`src/bme_defs.svh`:
```
// Constants of the biphase-mark encoder: offsets, fields, reset values, timing.
// Assumes inclusion by bare name; holds definitions only.
`ifndef BME_DEFS_SVH
`define BME_DEFS_SVH

// ==========================================
// Register offsets (byte addresses, low 8 bits of haddr)
`define BME_CTRL_OFS 8'h00
`define BME_STATUS_OFS 8'h04
`define BME_BITCNT_OFS 8'h08

// ==========================================
// Field positions
`define BME_CTRL_PAIR 0
`define BME_CTRL_EN 1
`define BME_STAT_ENC 0
`define BME_STAT_LARGE 1
`define BME_STAT_DRV 2
`define BME_STAT_LAST 3
`define BME_STAT_PIN_EN 4
`define BME_STAT_PAIR 5

// ==========================================
// Reset values and the hsize code of a word transfer
`define BME_CTRL_RST 2'h2
`define BME_ENC_RST 1'h0
`define BME_BITCNT_RST 32'h0000_0000
`define BME_HSIZE_WORD 3'h2

// ==========================================
// Timing: rates as printed, cycle count derived (least time, rounded up)
`define BME_CLK_MHZ 200
`define BME_MAX_RATE_MBPS 50
`define BME_MIN_HALF_CYC ((`BME_CLK_MHZ + 2 * `BME_MAX_RATE_MBPS - 1) / (2 * `BME_MAX_RATE_MBPS))

`endif

```
`src/bme_pkg.sv`:
```
// Types shared by the biphase-mark encoder.
// Assumes bme_defs.svh is compiled alongside.
package bme_pkg;

  // ==========================================
  // Carriers
  typedef struct packed {
    logic data;
    logic clk;
  } bme_pair_t;

  typedef struct packed {
    logic small_on;
    logic large_on;
    logic dummy_on;
  } bme_drive_t;

  typedef struct packed {
    logic [7:0] addr;
    logic write;
    logic word;
  } bme_ahb_req_t;

  // Input pair choice, one bit of the control register
  typedef enum logic {
    BME_PAIR_TTL = 1'b0,
    BME_PAIR_ECL = 1'b1
  } bme_pair_sel_t;

endpackage : bme_pkg

```
`src/bme_encoder.sv`:
```
// Biphase-mark encoder with LED output steering and an AHB-Lite register slave.
// Assumes bit clock and data pins are synchronous to core_clk and slower than a quarter of it.
//
// The placing of the registers and the AHB-Lite slave port were left to the implementer.
`timescale 1ns/1ps
`include "bme_defs.svh"

module bme_encoder
  import bme_pkg::*;
(
  // Clock and reset
  input wire logic core_clk,
  input wire logic rst,
  // AHB-Lite slave
  input wire logic hsel,
  input wire logic [31:0] haddr,
  input wire logic [1:0] htrans,
  input wire logic hwrite,
  input wire logic [2:0] hsize,
  input wire logic [31:0] hwdata,
  input wire logic hready,
  output logic hreadyout,
  output logic hresp,
  output logic [31:0] hrdata,
  // TTL input pair
  input wire logic ttl_serial_in,
  input wire logic ttl_bit_clock,
  // ECL input pair
  input wire logic ecl_serial_in,
  input wire logic ecl_bit_clock,
  // Static controls
  input wire logic driver_enable_n_off,
  input wire logic large_output_select_strap,
  // LED current switches
  output logic small_led_out,
  output logic large_led_out,
  output logic dummy_load_out
);

  // ==========================================
  // Register read mux, shared by the bus decode
  function automatic logic [31:0] bme_rd_mux(
    input logic [7:0] a,
    input logic [1:0] ctrl,
    input logic [5:0] stat,
    input logic [31:0] cnt
  );
    logic [31:0] v;
    v = 32'h0000_0000;
    case (a)
      `BME_CTRL_OFS: v = {30'h0, ctrl};
      `BME_STATUS_OFS: v = {26'h0, stat};
      `BME_BITCNT_OFS: v = cnt;
      default: v = 32'h0000_0000;
    endcase
    return v;
  endfunction : bme_rd_mux

  // ==========================================
  // State
  logic [1:0] ctrl_reg;
  logic [31:0] bitcnt_reg;
  logic [31:0] hrdata_reg;
  bme_ahb_req_t req_reg;
  logic req_valid_reg;
  logic clk_prev_reg;
  logic enc_reg;
  logic last_bit_reg;
  logic strap_large_reg;
  logic strap_done_reg;
  bme_drive_t drive_reg;

  // ==========================================
  // Input pair selection; the idle pair is pulled down, so software picks one
  bme_pair_t ttl_pair;
  bme_pair_t ecl_pair;
  bme_pair_t sel_pair;
  bme_pair_sel_t pair_sel;
  assign ttl_pair = '{data: ttl_serial_in, clk: ttl_bit_clock};
  assign ecl_pair = '{data: ecl_serial_in, clk: ecl_bit_clock};
  assign pair_sel = bme_pair_sel_t'(ctrl_reg[`BME_CTRL_PAIR]);
  assign sel_pair = (pair_sel == BME_PAIR_ECL) ? ecl_pair : ttl_pair;

  // Edge detection against the previous sample of the chosen bit clock
  logic bit_rise;
  logic bit_fall;
  assign bit_rise = sel_pair.clk & ~clk_prev_reg;
  assign bit_fall = ~sel_pair.clk & clk_prev_reg;

  // ==========================================
  // Biphase-mark encoding
  logic enc_next;
  assign enc_next = bit_fall ? ~enc_reg :
                    (bit_rise & sel_pair.data) ? ~enc_reg :
                    enc_reg;

  // Output steering, registered so the pins never glitch on decode
  logic drv_en;
  bme_drive_t drive_next;
  assign drv_en = driver_enable_n_off & ctrl_reg[`BME_CTRL_EN];
  assign drive_next.small_on = drv_en & enc_next & ~strap_large_reg;
  assign drive_next.large_on = drv_en & enc_next & strap_large_reg;
  assign drive_next.dummy_on = drv_en & ~enc_next;

  // ==========================================
  // AHB-Lite decode: zero wait states, always OKAY
  logic addr_take;
  logic wr_take;
  assign addr_take = hsel & htrans[1] & hready;
  assign wr_take = req_valid_reg & req_reg.write & req_reg.word;

  logic ctrl_wr;
  logic cnt_clr;
  assign ctrl_wr = wr_take & (req_reg.addr == `BME_CTRL_OFS);
  assign cnt_clr = wr_take & (req_reg.addr == `BME_BITCNT_OFS);

  logic [5:0] status_word;
  assign status_word = {ctrl_reg[`BME_CTRL_PAIR], driver_enable_n_off, last_bit_reg,
                        drv_en, strap_large_reg, enc_reg};

  assign hreadyout = 1'b1;
  assign hresp = 1'b0;
  assign hrdata = hrdata_reg;
  assign small_led_out = drive_reg.small_on;
  assign large_led_out = drive_reg.large_on;
  assign dummy_load_out = drive_reg.dummy_on;

  // Bus phase tracking and registered read data
  always_ff @(posedge core_clk) begin
    if (rst) begin
      req_valid_reg <= 1'b0;
      req_reg <= '0;
      hrdata_reg <= 32'h0000_0000;
    end else begin
      req_valid_reg <= addr_take;
      if (addr_take) begin
        req_reg <= '{addr: haddr[7:0], write: hwrite, word: (hsize == `BME_HSIZE_WORD)};
        hrdata_reg <= bme_rd_mux(haddr[7:0], ctrl_reg, status_word, bitcnt_reg);
      end
    end
  end

  // Control register
  always_ff @(posedge core_clk) begin
    if (rst) begin
      ctrl_reg <= `BME_CTRL_RST;
    end else if (ctrl_wr) begin
      ctrl_reg <= hwdata[1:0];
    end
  end

  // Bit counter: a capture in the clearing cycle is kept, clear wins over the increment
  always_ff @(posedge core_clk) begin
    if (rst) begin
      bitcnt_reg <= `BME_BITCNT_RST;
    end else if (cnt_clr) begin
      bitcnt_reg <= {31'h0, bit_rise};
    end else if (bit_rise) begin
      bitcnt_reg <= bitcnt_reg + 32'h0000_0001;
    end
  end

  // Strap is caught once, on the first edge after reset release
  always_ff @(posedge core_clk) begin
    if (rst) begin
      strap_done_reg <= 1'b0;
      strap_large_reg <= 1'b0;
    end else if (!strap_done_reg) begin
      strap_done_reg <= 1'b1;
      strap_large_reg <= large_output_select_strap;
    end
  end

  // Encoder core; reset level is arbitrary for the far end
  always_ff @(posedge core_clk) begin
    if (rst) begin
      clk_prev_reg <= 1'b0;
      enc_reg <= `BME_ENC_RST;
      last_bit_reg <= 1'b0;
      drive_reg <= '0;
    end else begin
      clk_prev_reg <= sel_pair.clk;
      enc_reg <= enc_next;
      drive_reg <= drive_next;
      if (bit_rise) begin
        last_bit_reg <= sel_pair.data;
      end
    end
  end

  // ==========================================
  // Assertions
  localparam int C_MIN_HALF = `BME_MIN_HALF_CYC;
  localparam int C_MAX_HALF = 8;
endmodule : bme_encoder

```
`config.mk`:
```
export PLATFORM = sky130hd
export DESIGN_NAME = bme_encoder
export DESIGN_NICKNAME = d
export VERILOG_FILES = /design/src/bme_pkg.sv /design/src/bme_encoder.sv
export VERILOG_INCLUDE_DIRS = /design/src
export SDC_FILE = /design/constraint.sdc
export NUM_CORES = 1
export LEC_CHECK = 0
export ABC_AREA = 1
export ABC_CLOCK_PERIOD_IN_PS = 1700
export BUFFER_PORTS_ARGS = -buffer_cell sky130_fd_sc_hd__clkbuf_2
export CAP_MARGIN = 0
export CELL_PAD_IN_SITES_DETAIL_PLACEMENT = 1
export CELL_PAD_IN_SITES_GLOBAL_PLACEMENT = 2
export CORE_ASPECT_RATIO = 1.5
export CORE_UTILIZATION = 27
export CTS_BUF_LIST = sky130_fd_sc_hd__clkbuf_16
export DETAILED_ROUTE_END_ITERATION = 12
export PLACE_DENSITY_LB_ADDON = 0.15
export SLEW_MARGIN = 30
export SYNTH_ARGS = -nofsm -noshare
export SYNTH_HDL_FRONTEND = slang
export SYNTH_SLANG_ARGS = --single-unit
```
`constraint.sdc`:
```
create_clock -name core_clk -period 1.7 [get_ports core_clk]
set_input_delay 0.17 -clock core_clk [delete_from_list [all_inputs] [get_ports core_clk]]
set_output_delay 0.17 -clock core_clk [all_outputs]
set_load 0.005 [all_outputs]
```
# After elaboration in Yosys (flattened, before gate mapping)
# Cells that the tools add are included.
[totals]
register_bits = 85
elab_cells = 51
[classes]
n_bitwise = 19
mux = 7
n_reduce_logical = 4
addsub = 1
n_eq_ne = 4
[op_table]
columns = ["operator", "n"]
rows = [
  ["32-bit case mux with 3 select lines", 1],
  ["32-bit by 1-bit adder with 32-bit output (second input constant)", 1],
  ["8-bit by 4-bit == test with 1-bit output (second input constant)", 2],
  ["8-bit logical NOT", 2],
  ["1-bit bitwise AND", 14],
  ["8-bit by 3-bit == test with 1-bit output (second input constant)", 1],
  ["1-bit two-way mux", 5],
  ["1-bit NOT", 5],
  ["3-bit by 2-bit == test with 1-bit output (second input constant)", 1],
  ["2-bit two-way mux", 1],
  ["2-bit nonzero test", 1],
  ["2-bit OR reduction", 1],
]

# Logic depth before layout (Yosys ltp)
[logic_depth]
depth_word = 7
ltp_mapped = 10
depth_no_buf = 10

# Worst setup path after synthesis
# OpenSTA, ideal clock, no wires.
[synth_timing]
path_type = "register to register"
from = "reg bitcnt_reg[0]"
to = "reg bitcnt_reg[24]"
t_arrival_ps = 1341
path_stages_with_launch = 11
setup_ps = 117
path_slack_ps = 242
path_cell_list = "dfxtp_1 > ha_1 > nand2_1 > nor2_1 > nand2_2 > nor2_4 > nand2_1 > nor2_1 > nand3_1 > nand2_1 > nor2_1"
[synth_via]
elab_chain_len = 1
[synth_lines]
columns = ["item", "line", "source"]
rows = [
  ["from (decl)", "bme_encoder.sv:62", "logic [31:0] bitcnt_reg;"],
  ["from (signal assigned)", "bme_encoder.sv:155", "bitcnt_reg <= `BME_BITCNT_RST;"],
  ["from (signal assigned)", "bme_encoder.sv:157", "bitcnt_reg <= {31'h0, bit_rise};"],
  ["from (signal assigned)", "bme_encoder.sv:159", "bitcnt_reg <= bitcnt_reg + 32'h0000_0001;"],
  ["32-bit by 1-bit adder with 32-bit output", "bme_encoder.sv:159", ""],
]
# No other way between the ends.
# A chain may end at the register's enable or synchronous reset.

# Worst setup path in the final report
[layout_timing]
from = "reg bitcnt_reg[0]"
to = "reg bitcnt_reg[19]"
# Same word-level chain as after synthesis.

==> impl_results.md <==
* Fraction of layout cells with a size suffix above 1 at 19.5%
* Die footprint at 0.0150 mm²
* Antenna Cells at 0
* Setup slack after layout at 135 ps
* Placed insts at 835
* Highest Clock Rate at 0.639 GHz
* Status: finished, final reports clean
* Setup CP Type: reg2reg
* Max Cap Violations at 0
* Fin cells at 852
* Fin. Hold Viols at 0
* CP cell instances: buf_4 -> nand3_1 -> nor2_1 -> nand2_2 -> nor2_4 -> nand2_1 -> o21ai_1 -> nor2_1
* Synth-to-Final Area Change at 27.5%
* Clk pwr share at 47.8%
* Post-synthesis sequential area ratio at 43.4%
* Crit-path leading delay family: simple AND/OR/NAND/NOR gates
* Hold Slack at 74.9 ps
* Htree depth at 3
* Met2 wire len at 7.32 mm
* Clock skew at 5.30 ps
* RSZ-0062 raised after global routing: yes
* Sw power at 1.06 mW
* Crit share post-route at 92.1%
* Vias at 3,927
* Grt ovf at 0
* CP Launch Type: flop
* Non-Filler Cell Area, Final at 0.00500 mm²
* Cts bufs inserted at 9
* Critical Path Source: bitcnt_reg[0]
* Peak supply drop at 0.353 mV
* Clk sinks at 85
* Post-DP HPWL at 9.71 mm
* Peak fanout along the critical path at 5
* Combinational share of power at 6.3%
* Net Sw Frac at 23.5%
* Distinct cells, synth at 32
* Initial DRT Pass Iterations at 4
* WL final at 12.6 mm
* Die Height at 150 µm
* Fill cells at 1,782
* Yosys reg bits at 85
* Post-Syn Nets at 654
* Initial Utilization at 27.8%
* Post-synthesis cell area at 0.00392 mm²
* PortBufs at 59
* First-pass GRT wire length at 20.1 mm
* Placement Setup Slack at 98.7 ps
* Synth Instances at 573
* Final Setup Violations at 0
* Register Area at 0.00170 mm²
* Clk Latency, worst-skew pair at 340 ps
* Hold path depth at 3
* CP required at 1930 ps
* Footprint of the multi-input gates at 0.00191 mm²
* Antenna violations before repair at 0
* Slowest Stage Delay on Critical Path at 390 ps
* Cell Rows at 53
* FF-to-FF path depth at 8
* Ys Warns at 0
* Worst r2r dst: bitcnt_reg[19]
* Finished Core Util at 35.4%
* CP Data Arrival Time at 1800 ps
* Hold crit path type: in2reg
* FF-to-FF Start: bitcnt_reg[0]
* Initial DRC count at 91
* Cell repeated most along the worst path: nor2_1
* Vias per Instance at 4.61
* Wire length on met3 at 253 µm
* Placer Congestion at 0.811
* Reg2Reg Setup Slack at 130 ps
* CTS tree: done
* I/O pins at 117
* Detail Route Antenna Nets at 0
* Slew Limit Fails at 0
* Vias in the first global route at 4,043
* Min-delay src: hwdata[1]
* Post-layout nets at 736
* Internal power at 3.46 mW
* Leakage at 2.12 nW
* Post-route setup TNS at 0 ps
* Slowest-stage cell, CP: dfxtp_1
* Placed inst area at 0.00463 mm²
* Core Area at 0.0141 mm²
* Clock Path Buffers at 2
* CTS Root Buffer Type: clkbuf_16
* Worst min-delay path endpoint: ctrl_reg[1]
* Die W at 100 µm
* CP Capture Type: flop
* DRC Markers at 0
* Final Critical Period at 1570 ps
* Seq pwr share at 46.0%
* Power density cells at 905 mW/mm²
* Wl on met1 at 4.78 mm
* Routed length per placed instance at 14.8 µm
* Overall Global Routing Usage at 17.5%
* Largest net degree at the start of global routing at 60
* WP buf/inv at 1
* CTS clock-pin slew for the worst setup and hold paths at 70 ps
* Avg Inst Size Synth at 6.84 µm²
* Top Layer Used: met4
* Tot Pwr at 4.53 mW
[cell type report]
type	count	area share [%]
tap	192	4.81
timing repair buffer	90	11.3
clock buffer	9	4.51
sequential	85	34.1
clock inverter	7	1.95
multi-input combinational	400	38.2
inverter	69	5.18
[logic make-up (layout without fill, tap and decap cells)]
kind of cell,count (synthesis),after routing,share of synthesized area (%)
flip-flops,85,85,43.4
adder cells (fa/ha/maj),1,1,0.319
XOR/XNOR,7,7,1.76
buffers and inverters,88,175,8.77
other,2,2,0.192
AO/OA/AOI/OAI,103,103,13.4
AND/OR/NAND/NOR,287,287,32.1
[power groups by stage]
stage	clock network [mW]	logic, mW	registers (mW)
2_1_floorplan	0	0.151	2.12
3_3_place_gp	0	0.280	2.12
3_5_place_dp	0	0.288	2.13
4_1_cts	2.24	0.289	2.08
5_1_grt	2.31	0.323	2.09
6_report	2.16	0.283	2.08
[layout by cell type, fill, tap and decap left out, drive strengths merged]
cell type	instances
a211oi	1
a21oi	55
and2	2
and3	1
buf	31
bufinv	2
clkbuf	68
clkinv	3
clkinvlp	1
conb	2
dfxtp	85
ha	1
inv	70
nand2	149
nand3	38
nand4	15
nor2	77
nor3	5
o21ai	45
o21bai	2
xnor2	3
xor2	4
[metal layers]
| layer | vias to the layer above | track usage, % |
|---|---|---|
| met5 | - | 0 |
| met4 | 0 | 6.23 |
| met3 | 13 | 2.80 |
| met2 | 52 | 35.4 |
| met1 | 1877 | 17.5 |
| li1 | 1985 | - |
[cells in the mapped netlist]
cell type | n | area share, %
and2_1 | 2 | 0.32
a21oi_1 | 54 | 6.9
a211oi_1 | 1 | 0.19
nand2_1 | 144 | 14
xnor2_1 | 2 | 0.45
nor3_1 | 5 | 0.64
inv_2 | 2 | 0.19
nand2_2 | 2 | 0.32
dfxtp_1 | 85 | 43
nand3_1 | 37 | 4.7
conb_1 | 2 | 0.19
nor2_1 | 71 | 6.8
nand4_1 | 15 | 2.4
nor2_2 | 2 | 0.32
a21oi_2 | 1 | 0.22
xor2_1 | 4 | 0.89
nand2_4 | 3 | 0.86
o21bai_1 | 2 | 0.38
clkinv_1 | 1 | 0.096
buf_1 | 1 | 0.096
xnor2_2 | 1 | 0.41
nand3_4 | 1 | 0.45
nor2_4 | 3 | 0.86
o21ai_0 | 44 | 5.6
and3_1 | 1 | 0.16
nor2_8 | 1 | 0.51
inv_1 | 66 | 6.3
ha_1 | 1 | 0.32
buf_4 | 2 | 0.38
clkbuf_1 | 11 | 1.1
buf_2 | 5 | 0.64
o21ai_1 | 1 | 0.13
[worst max path at each step]
stage	endpoint	slack (ps)	cells past startpoint
2_1_floorplan	bitcnt_reg[24]	240	10
3_3_place_gp	bitcnt_reg[24]	110	10
3_5_place_dp	bitcnt_reg[24]	100	10
4_1_cts	bitcnt_reg[24]	40	10
5_1_grt	bitcnt_reg[29]	-50	9
6_report	bitcnt_reg[19]	130	8
[timing repair]
item                                    4_1_cts  5_1_grt
gates resized for setup                       0       10
endpoints found under the setup margin        0       12
endpoints found under the hold margin         0        0
hold buffers                                  0        0
buffers inserted                              0        1
[worst reg2reg max path: cells and delay by family (launching register included)]
kind	cells	cell delay [ps]
AO/OA/AOI/OAI	1	130
buffers and inverters	1	160
flip-flops	1	390
AND/OR/NAND/NOR	6	790
Power figures use the tool's default switching activity.
